## src/pbdec_params.svh

```systemverilog
// Register offsets, field positions, reset values and decode ranges
`ifndef PBDEC_PARAMS_SVH
`define PBDEC_PARAMS_SVH
`define PBDEC_OFS_BRCTL 8'h00
`define PBDEC_OFS_CMD 8'h04
`define PBDEC_OFS_SSTAT 8'h08
`define PBDEC_OFS_IOWIN 8'h0c
`define PBDEC_OFS_MEMWIN 8'h10
`define PBDEC_OFS_STAT 8'h14
`define PBDEC_BC_MABORT_MODE 5
`define PBDEC_BC_RSVD 4
`define PBDEC_BC_LEGACY_VIDEO 3
`define PBDEC_BC_ALIAS 2
`define PBDEC_BC_ERR_FWD 1
`define PBDEC_BC_PAR_RESP 0
`define PBDEC_BC_RW_MASK 16'h002f
`define PBDEC_BC_RESET 16'h0000
`define PBDEC_CMD_IO 0
`define PBDEC_CMD_MEM 1
`define PBDEC_CMD_SYSERR 8
`define PBDEC_CMD_RW_MASK 16'h0103
`define PBDEC_CMD_RESET 16'h0000
`define PBDEC_SSTAT_PAR 8
`define PBDEC_SSTAT_RESET 16'h0000
`define PBDEC_WIN_RESET 32'h0000_0000
`define PBDEC_VID_MEM_LO 32'h000a_0000
`define PBDEC_VID_MEM_HI 32'h000b_ffff
`define PBDEC_VID_IO_A_LO 10'h3b0
`define PBDEC_VID_IO_A_HI 10'h3bb
`define PBDEC_VID_IO_B_LO 10'h3c0
`define PBDEC_VID_IO_B_HI 10'h3df
`define PBDEC_ALL_ONES 32'hffff_ffff
`endif

```

## src/pbdec_pkg.sv

```systemverilog
// Types shared by the bridge decode and error control block
package pbdec_pkg;
   typedef enum logic [1:0] {
      APB_IDLE = 2'b00,
      APB_RESP = 2'b01
   } pbdec_apb_e;
   typedef logic [15:0] pbdec_reg16_t;
endpackage : pbdec_pkg

```

## src/pbdec_sync.sv

```systemverilog
// Two-stage synchroniser for a level arriving from a pin
`timescale 1ns/100ps
module pbdec_sync
   import pbdec_pkg::*;
(
   input wire logic ref_clk,
   input wire logic sys_rst,
   input wire logic async_in,
   output logic sync_out
);
   logic stage1;

   always_ff @(posedge ref_clk) begin
      if (sys_rst) begin
         stage1 <= 1'b0;
         sync_out <= 1'b0;
      end else begin
         stage1 <= async_in;
         sync_out <= stage1;
      end
   end
endmodule : pbdec_sync

```

## src/pbdec_decode.sv

```systemverilog
// Address decode for downstream claims and upstream forwarding
`timescale 1ns/100ps
`include "pbdec_params.svh"
module pbdec_decode
   import pbdec_pkg::*;
(
   input wire logic legacy_video,
   input wire logic alias_filter,
   input wire logic io_space_enable,
   input wire logic memory_space_enable,
   input wire logic [15:0] io_base,
   input wire logic [15:0] io_limit,
   input wire logic [15:0] mem_base,
   input wire logic [15:0] mem_limit,
   input wire logic [31:0] pri_addr,
   input wire logic pri_io,
   input wire logic [31:0] sec_addr,
   input wire logic sec_io,
   output logic pri_hit,
   output logic sec_hit
);
   function automatic logic fn_vid_io(input logic [31:0] a);
      logic [9:0] low;
      low = a[9:0];
      return (a[31:16] == 16'h0000) &&
         (((low >= `PBDEC_VID_IO_A_LO) && (low <= `PBDEC_VID_IO_A_HI)) ||
          ((low >= `PBDEC_VID_IO_B_LO) && (low <= `PBDEC_VID_IO_B_HI)));
   endfunction : fn_vid_io

   function automatic logic fn_vid_mem(input logic [31:0] a);
      return (a >= `PBDEC_VID_MEM_LO) && (a <= `PBDEC_VID_MEM_HI);
   endfunction : fn_vid_mem

   // I/O window lives in the first 64 KB only
   function automatic logic fn_io_win(input logic [31:0] a,
                                      input logic [15:0] lo,
                                      input logic [15:0] hi);
      return (a[31:16] == 16'h0000) && (a[15:0] >= lo) && (a[15:0] <= hi);
   endfunction : fn_io_win

   function automatic logic fn_mem_win(input logic [31:0] a,
                                       input logic [15:0] lo,
                                       input logic [15:0] hi);
      return (a[31:16] >= lo) && (a[31:16] <= hi);
   endfunction : fn_mem_win

   // Upper 768 bytes of a 1 KB block: offset 100h and above
   function automatic logic fn_alias_top(input logic [31:0] a);
      return a[9:8] != 2'b00;
   endfunction : fn_alias_top

   always_comb begin
      logic p_vio;
      logic p_vmem;
      logic p_iow;
      logic s_vio;
      logic s_vmem;
      logic s_iow;
      p_vio = legacy_video && fn_vid_io(pri_addr);
      p_vmem = legacy_video && fn_vid_mem(pri_addr);
      s_vio = legacy_video && fn_vid_io(sec_addr);
      s_vmem = legacy_video && fn_vid_mem(sec_addr);
      p_iow = fn_io_win(pri_addr, io_base, io_limit);
      s_iow = fn_io_win(sec_addr, io_base, io_limit);
      if (pri_io) begin
         pri_hit = io_space_enable &&
            (p_vio || (p_iow && !(alias_filter && fn_alias_top(pri_addr))));
      end else begin
         pri_hit = memory_space_enable &&
            (p_vmem || fn_mem_win(pri_addr, mem_base, mem_limit));
      end
      if (sec_io) begin
         sec_hit = !s_vio &&
            (!s_iow || (alias_filter && fn_alias_top(sec_addr)));
      end else begin
         sec_hit = !s_vmem && !fn_mem_win(sec_addr, mem_base, mem_limit);
      end
   end
endmodule : pbdec_decode

```

## src/pbdec_ctrl.sv

```systemverilog
// Bridge control: master abort, legacy decode, error forwarding, APB regs
`timescale 1ns/100ps
`include "pbdec_params.svh"
module pbdec_ctrl
   import pbdec_pkg::*;
(
   input wire logic ref_clk,
   input wire logic sys_rst,
   input wire logic psel,
   input wire logic penable,
   input wire logic pwrite,
   input wire logic [7:0] paddr,
   input wire logic [31:0] pwdata,
   output logic [31:0] prdata,
   output logic pready,
   output logic pslverr,
   input wire logic ma_event,
   input wire logic ma_posted_done,
   input wire logic ma_read,
   output logic ma_target_abort,
   output logic ma_read_all_ones,
   output logic ma_write_discard,
   output logic [31:0] ma_read_data,
   input wire logic pri_req_valid,
   input wire logic [31:0] pri_req_addr,
   input wire logic pri_req_io,
   output logic pri_claim_valid,
   output logic pri_claim,
   input wire logic sec_req_valid,
   input wire logic [31:0] sec_req_addr,
   input wire logic sec_req_io,
   output logic sec_claim_valid,
   output logic sec_claim,
   input wire logic sec_parity_err,
   input wire logic sec_parity_as_master,
   input wire logic downstream_system_error_in,
   output logic upstream_system_error_out,
   output logic downstream_parity_error_out
);
   pbdec_apb_e apb_state;
   pbdec_apb_e next_apb_state;
   pbdec_reg16_t bridge_control;
   pbdec_reg16_t next_bridge_control;
   pbdec_reg16_t pri_command;
   pbdec_reg16_t next_pri_command;
   pbdec_reg16_t sec_status;
   pbdec_reg16_t next_sec_status;
   logic [31:0] io_window;
   logic [31:0] next_io_window;
   logic [31:0] mem_window;
   logic [31:0] next_mem_window;
   logic [31:0] next_prdata;
   logic next_pready;
   logic next_pslverr;
   logic next_ma_target_abort;
   logic next_ma_read_all_ones;
   logic next_ma_write_discard;
   logic [31:0] next_ma_read_data;
   logic next_pri_claim_valid;
   logic next_pri_claim;
   logic next_sec_claim_valid;
   logic next_sec_claim;
   logic next_upstream_system_error_out;
   logic next_downstream_parity_error_out;
   logic serr_in_sync;
   logic pri_hit;
   logic sec_hit;
   logic apb_fire;
   logic wr_fire;
   logic master_abort_report_mode;
   logic legacy_video;
   logic legacy_io_alias_filter;
   logic secondary_error_forward_enable;
   logic secondary_parity_response_enable;
   logic io_space_enable;
   logic memory_space_enable;
   logic primary_syserr_enable;
   logic data_parity_detected_flag;

   function automatic logic fn_sel(input logic [7:0] a,
                                   input logic [7:0] ofs);
      return a == ofs;
   endfunction : fn_sel

   function automatic logic fn_mapped(input logic [7:0] a);
      return fn_sel(a, `PBDEC_OFS_BRCTL) || fn_sel(a, `PBDEC_OFS_CMD) ||
         fn_sel(a, `PBDEC_OFS_SSTAT) || fn_sel(a, `PBDEC_OFS_IOWIN) ||
         fn_sel(a, `PBDEC_OFS_MEMWIN) || fn_sel(a, `PBDEC_OFS_STAT);
   endfunction : fn_mapped

   assign master_abort_report_mode = bridge_control[`PBDEC_BC_MABORT_MODE];
   assign legacy_video = bridge_control[`PBDEC_BC_LEGACY_VIDEO];
   assign legacy_io_alias_filter = bridge_control[`PBDEC_BC_ALIAS];
   assign secondary_error_forward_enable = bridge_control[`PBDEC_BC_ERR_FWD];
   assign secondary_parity_response_enable =
      bridge_control[`PBDEC_BC_PAR_RESP];
   assign io_space_enable = pri_command[`PBDEC_CMD_IO];
   assign memory_space_enable = pri_command[`PBDEC_CMD_MEM];
   assign primary_syserr_enable = pri_command[`PBDEC_CMD_SYSERR];
   assign data_parity_detected_flag = sec_status[`PBDEC_SSTAT_PAR];

   // Error pin comes from the secondary bus, so it is synchronised first
   pbdec_sync u_serr_sync (
      .ref_clk(ref_clk),
      .sys_rst(sys_rst),
      .async_in(downstream_system_error_in),
      .sync_out(serr_in_sync)
   );

   pbdec_decode u_decode (
      .legacy_video(legacy_video),
      .alias_filter(legacy_io_alias_filter),
      .io_space_enable(io_space_enable),
      .memory_space_enable(memory_space_enable),
      .io_base(io_window[15:0]),
      .io_limit(io_window[31:16]),
      .mem_base(mem_window[15:0]),
      .mem_limit(mem_window[31:16]),
      .pri_addr(pri_req_addr),
      .pri_io(pri_req_io),
      .sec_addr(sec_req_addr),
      .sec_io(sec_req_io),
      .pri_hit(pri_hit),
      .sec_hit(sec_hit)
   );

   // One wait state so read data can leave a flip-flop
   assign apb_fire = psel && penable && pready;
   assign wr_fire = apb_fire && pwrite && fn_mapped(paddr);

   always_comb begin
      next_apb_state = APB_IDLE;
      next_pready = 1'b0;
      next_pslverr = 1'b0;
      next_prdata = prdata;
      case (apb_state)
         APB_IDLE: begin
            if (psel && penable) begin
               next_apb_state = APB_RESP;
               next_pready = 1'b1;
               next_pslverr = !fn_mapped(paddr);
               next_prdata = 32'h0000_0000;
               if (!pwrite) begin
                  if (fn_sel(paddr, `PBDEC_OFS_BRCTL)) begin
                     next_prdata = {16'h0000,
                        bridge_control & `PBDEC_BC_RW_MASK};
                  end
                  if (fn_sel(paddr, `PBDEC_OFS_CMD)) begin
                     next_prdata = {16'h0000, pri_command};
                  end
                  if (fn_sel(paddr, `PBDEC_OFS_SSTAT)) begin
                     next_prdata = {16'h0000, sec_status};
                  end
                  if (fn_sel(paddr, `PBDEC_OFS_IOWIN)) begin
                     next_prdata = io_window;
                  end
                  if (fn_sel(paddr, `PBDEC_OFS_MEMWIN)) begin
                     next_prdata = mem_window;
                  end
                  if (fn_sel(paddr, `PBDEC_OFS_STAT)) begin
                     next_prdata = {29'h0000_0000,
                        downstream_parity_error_out, serr_in_sync,
                        upstream_system_error_out};
                  end
               end
            end
         end
         APB_RESP: begin
            next_apb_state = APB_IDLE;
         end
         default: begin
            next_apb_state = APB_IDLE;
         end
      endcase
   end

   always_comb begin
      next_bridge_control = bridge_control;
      next_pri_command = pri_command;
      next_sec_status = sec_status;
      next_io_window = io_window;
      next_mem_window = mem_window;
      if (wr_fire && fn_sel(paddr, `PBDEC_OFS_BRCTL)) begin
         next_bridge_control = pwdata[15:0] & `PBDEC_BC_RW_MASK;
      end
      if (wr_fire && fn_sel(paddr, `PBDEC_OFS_CMD)) begin
         next_pri_command = pwdata[15:0] & `PBDEC_CMD_RW_MASK;
      end
      if (wr_fire && fn_sel(paddr, `PBDEC_OFS_IOWIN)) begin
         next_io_window = pwdata;
      end
      if (wr_fire && fn_sel(paddr, `PBDEC_OFS_MEMWIN)) begin
         next_mem_window = pwdata;
      end
      // Write one to clear; a same-cycle parity event wins
      if (wr_fire && fn_sel(paddr, `PBDEC_OFS_SSTAT) &&
          pwdata[`PBDEC_SSTAT_PAR]) begin
         next_sec_status[`PBDEC_SSTAT_PAR] = 1'b0;
      end
      if (sec_parity_err && secondary_parity_response_enable &&
          sec_parity_as_master) begin
         next_sec_status[`PBDEC_SSTAT_PAR] = 1'b1;
      end
   end

   always_comb begin
      logic ma_serr;
      logic fwd_serr;
      logic par_serr;
      ma_serr = ma_event && master_abort_report_mode && ma_posted_done &&
         primary_syserr_enable;
      next_ma_target_abort = ma_event && master_abort_report_mode &&
         !ma_posted_done;
      next_ma_read_all_ones = ma_event && !master_abort_report_mode &&
         ma_read;
      next_ma_write_discard = ma_event && !master_abort_report_mode &&
         !ma_read;
      next_ma_read_data = next_ma_read_all_ones ? `PBDEC_ALL_ONES :
         32'h0000_0000;
      fwd_serr = serr_in_sync && secondary_error_forward_enable &&
         primary_syserr_enable;
      par_serr = sec_parity_err && secondary_parity_response_enable &&
         primary_syserr_enable;
      next_upstream_system_error_out = ma_serr || fwd_serr || par_serr;
      next_downstream_parity_error_out = sec_parity_err &&
         secondary_parity_response_enable;
      next_pri_claim_valid = pri_req_valid;
      next_pri_claim = pri_req_valid && pri_hit;
      next_sec_claim_valid = sec_req_valid;
      next_sec_claim = sec_req_valid && sec_hit;
   end

   always_ff @(posedge ref_clk) begin
      if (sys_rst) begin
         apb_state <= APB_IDLE;
         pready <= 1'b0;
         pslverr <= 1'b0;
         prdata <= 32'h0000_0000;
         bridge_control <= `PBDEC_BC_RESET;
         pri_command <= `PBDEC_CMD_RESET;
         sec_status <= `PBDEC_SSTAT_RESET;
         io_window <= `PBDEC_WIN_RESET;
         mem_window <= `PBDEC_WIN_RESET;
         ma_target_abort <= 1'b0;
         ma_read_all_ones <= 1'b0;
         ma_write_discard <= 1'b0;
         ma_read_data <= 32'h0000_0000;
         pri_claim_valid <= 1'b0;
         pri_claim <= 1'b0;
         sec_claim_valid <= 1'b0;
         sec_claim <= 1'b0;
         upstream_system_error_out <= 1'b0;
         downstream_parity_error_out <= 1'b0;
      end else begin
         apb_state <= next_apb_state;
         pready <= next_pready;
         pslverr <= next_pslverr;
         prdata <= next_prdata;
         bridge_control <= next_bridge_control;
         pri_command <= next_pri_command;
         sec_status <= next_sec_status;
         io_window <= next_io_window;
         mem_window <= next_mem_window;
         ma_target_abort <= next_ma_target_abort;
         ma_read_all_ones <= next_ma_read_all_ones;
         ma_write_discard <= next_ma_write_discard;
         ma_read_data <= next_ma_read_data;
         pri_claim_valid <= next_pri_claim_valid;
         pri_claim <= next_pri_claim;
         sec_claim_valid <= next_sec_claim_valid;
         sec_claim <= next_sec_claim;
         upstream_system_error_out <= next_upstream_system_error_out;
         downstream_parity_error_out <= next_downstream_parity_error_out;
      end
   end
endmodule : pbdec_ctrl

```

## config.mk

```make
export PLATFORM = sky130hd
export DESIGN_NAME = pbdec_ctrl
export DESIGN_NICKNAME = d
export VERILOG_FILES = /design/src/pbdec_pkg.sv /design/src/pbdec_sync.sv /design/src/pbdec_decode.sv /design/src/pbdec_ctrl.sv
export VERILOG_INCLUDE_DIRS = /design/src /design/src/src
export SDC_FILE = /design/constraint.sdc
export NUM_CORES = 1
export LEC_CHECK = 0
export BUFFER_PORTS_ARGS = -buffer_cell sky130_fd_sc_hd__buf_2
export CAP_MARGIN = 20
export CORE_ASPECT_RATIO = 0.7
export CORE_MARGIN = 2
export CORE_UTILIZATION = 35
export CTS_BUF_LIST = sky130_fd_sc_hd__clkbuf_4 sky130_fd_sc_hd__clkbuf_8
export CTS_CLUSTER_SIZE = 14
export DETAILED_ROUTE_END_ITERATION = 8
export HOLD_SLACK_MARGIN = 0.02
export PLACE_DENSITY_LB_ADDON = 0.2
export SLEW_MARGIN = 25
export SYNTH_ARGS = -nofsm -noshare
export SYNTH_HDL_FRONTEND = slang
export SYNTH_HIERARCHICAL = 1
export SYNTH_SLANG_ARGS = --single-unit
```

## constraint.sdc

```tcl
create_clock -name ref_clk -period 1.9 [get_ports ref_clk]
set_input_delay 0 -clock ref_clk [delete_from_list [all_inputs] [get_ports ref_clk]]
set_output_delay 0 -clock ref_clk [all_outputs]
set_load 0.005 [all_outputs]
```

==> run summary <==
Initial core utilization - 0.359
Worst R2R Setup Slack - -0.41 ns
Global Route Usage Sum - 0.248
Final slew viol count - 0
Initial antenna violation count - 0
# rows - 45
Multi-input combinational cell area - 5210 um^2
RSZ-0062 raised after global routing - true
Slew margin rel. - 0.417
Layout cell share with drive strength beyond 1 - 0.356
IO Port Bufs - 193
Largest net degree at the start of global routing - 78
WL final - 29900 um
Top-Level Pins - 194
Kind of critical path - flop to flop
Hold Fails Final Rpt - 0
Crit path buf inv count - 1
Clock network power share - 0.421
Final Setup Violations - 2
Type of origin of the critical path - flop
Vias per cell - 5.22
Synth unique cells - 60
Pwr dens - 525 nW/um^2
Worst hold margin - 0.0998 ns
Most used DFF post-synth - dfxtp_1
Area growth from synthesis to layout - 44.7%
Die extent in x - 183 um
Syn_nets - 1215
Max_cap viols - 0
Post-synthesis sequential area ratio - 0.301
Clk Latency, worst-skew pair - 0.45 ns
Final core utilization - 0.520
CTS H-tree depth - 4
Combinational group share of total power - 0.162
Pint - 0.00417 W
Violated checks - setup timing
Final worst path period need - 2.31 ns
CP cell instances - inv_2 > ha_4 > and3_4 > o2111ai_4 > nor4_4 > o41ai_4 > or4_4 > and2_4
Post-synthesis cell area - 7850 um^2
Clock Path Buffers - 2
CTS Root Cell - clkbuf_8
Placed Cells - 1534
Static Leak - 4.81 nW
Storage element area - 2390 um^2
Vias in the first global route - 7860
GPL Wtd Cong - 0.917
Register share of total power - 0.417
Die ar. - 23600 um^2
TritonCTS clock tree - built
Cells after synthesis - 968
Total grt overflow - 0
Nets - 1572
Drt drc - 0
Initial DRC count - 761
CP Capture Type - flop
Hpwl dp - 23200 um
Switching share of total power - 0.300
Fin crit share - 1.22
Antenna-violating nets left - 0
Worst Max-Slew Pin Slew - 0.874 ns
First-pass GRT wire length - 44800 um
Crit-path slowest cell - or4_4
Post-DR wirelength/cell - 18.5 um
Via count - 8452
1st-pass router iterations - 5
Die Ht - 129 um
CORE AREA - 21800 um^2
Final worst slack - -0.413 ns
CP delay by family, top - simple AND/OR/NAND/NOR gates
Syn Area/Cell - 8.10 um^2
Fin Clk Skew - 0.00915 ns
Fmax - 432 MHz
Fill cells - 2163
Reg clk slew, reported paths - 0.09 ns
Critical path fanouts, max - 2
WP data required - 2.25 ns
Syn. warnings - 6
NetSw - 0.00179 W
Maximum vdd drop - 0.000420 V
Seq cells post-synth - 118
Cell Count, Final, Fillers Out - 1620
Crit-path max cell delay - 0.59 ns
Hold Path Class - input pin to flop
Inserted Diodes - 0
Ys async rst share - 0
Outcome - finished with violations
Number of synthesized flops with an enable pin - 0
CTS Buf Count - 17
Clock tree sinks - 118
Worst path arrival time - 2.67 ns
-- cell families after synthesis --
logic type / share of synthesized area
simple gates: 0.194
mux: 0.0185
buf+inv: 0.0836
fa+ha+maj: 0.204
compound gates: 0.199
flops: 0.301
-- power groups by stage --
| stage | clock network [W] | registers (W) | logic [W] |
|---|---|---|---|
| 2_1_floorplan | 0 | 0.00255 | 0.000396 |
| 3_3_place_gp | 0 | 0.00255 | 0.000809 |
| 3_5_place_dp | 0 | 0.00255 | 0.000816 |
| 4_1_cts | 0.00255 | 0.00249 | 0.000927 |
| 5_1_grt | 0.00265 | 0.00249 | 0.00106 |
| 6_report | 0.00251 | 0.00249 | 0.000965 |
-- metrics by stage --
step / setup TNS, ns / worst slack [ns] / area [um^2] / total power (W)
floorplan: -0.0710 / -0.0710 / 7920 / 0.00294
global placement: -0.942 / -0.717 / 10100 / 0.00336
detailed placement: -1.05 / -0.722 / 10100 / 0.00336
CTS: -0.683 / -0.406 / 11200 / 0.00596
global route: -0.834 / -0.475 / 11400 / 0.00620
finish: -0.687 / -0.413 / 11400 / 0.00596
-- state kept, by name, indices dropped and copies added (netlist names), 3 cells and up --
signal	flops
bridge_control	5
pri_command	3
io_window	32
prdata	32
mem_window	32
-- area by class of cell --
class                   instances  area share
inverters                      68      0.0225
repair buffers                405       0.240
clock inverters                15      0.0162
flip-flops and latches        118       0.210
clock buffers                  17      0.0206
multi-input cells             715       0.459
well taps                     282      0.0311
-- Yosys cell counts, types with 4 or more instances --
master,count,share of area
inv_1,68,0.033
nand3_1,15,0.0096
o21bai_1,4,0.0038
ha_1,128,0.20
buf_2,8,0.0051
mux2_2,4,0.0057
mux2i_1,10,0.013
dfxtp_1,118,0.30
nor2b_1,20,0.016
a31oi_1,4,0.0032
o211ai_1,5,0.0048
nor4_1,9,0.0072
a2111oi_0,4,0.0045
o22ai_1,4,0.0032
nand4_1,26,0.021
a22oi_1,28,0.027
a211oi_1,8,0.0077
a21o_1,16,0.015
buf_4,32,0.031
nand2_1,190,0.091
and4_1,5,0.0056
a21oi_1,111,0.071
o21ai_0,26,0.017
o21ai_1,18,0.011
clkbuf_1,25,0.012
nor2_1,20,0.0096
a32o_1,4,0.0051
nor3_1,7,0.0045
-- path summary, 6_finish.rpt --
check	startpoint	endpoint	depth (start not counted)
max	io_window[6]	sec_claim	8
min	paddr[4]	prdata[8]	3
max reg2reg	io_window[6]	sec_claim	8
min reg2reg	prdata[11]	prdata[11]	2
-- per-layer routing --
metal / vias up / global-route usage / part of all wire / routed length (um)
met5: - / 0 / 0 / 0
met4: 0 / 0.0475 / 0.011 / 319
met3: 22 / 0.0357 / 0.080 / 2390
met2: 350 / 0.347 / 0.40 / 11900
met1: 3923 / 0.397 / 0.51 / 15300
li1: 4157 / - / - / -
-- cells in the final DEF (no fill, tap or decap), types with 4 or more instances in the layout --
cell type	Yosys	final
o21ai_1	18	23
dfxtp_2	0	21
and4_1	5	5
a211oi_1	8	7
inv_6	0	4
a22oi_1	28	28
o21bai_1	4	4
o22ai_1	4	4
dfxtp_1	118	97
nand3_1	15	15
inv_8	0	5
a21o_1	16	16
nor2_1	20	20
mux2_2	4	4
o211ai_1	5	5
a32o_1	4	4
inv_1	68	54
a21oi_2	1	4
buf_2	8	193
a31oi_1	4	4
inv_2	0	14
nor4_1	9	5
dlygate4sd3_1	0	49
nor3_1	7	6
ha_1	128	111
a21oi_1	111	108
nor4_4	2	4
ha_4	0	17
buf_4	32	157
nor2b_1	20	19
nand4_1	26	26
mux2i_1	10	10
clkbuf_8	0	17
nand2_1	190	190
o21ai_0	26	21
-- worst register-to-register path, stage by stage (launching register included) --
cell and delay [ns]:
dfxtp_2 0.35, inv_2 0.06, ha_4 0.27, and3_4 0.22, o2111ai_4 0.11, nor4_4 0.33
o41ai_4 0.16, or4_4 0.59, and2_4 0.15
-- repair_timing --
action	CTS	global route
hold buffers	48	1
endpoints found under the hold margin	85	1
gates cloned	0	1
endpoints found under the setup margin	2	9
resized for setup	48	22
pin swaps	19	18
buffers inserted	2	2
(Power assumes the default switching activity.)
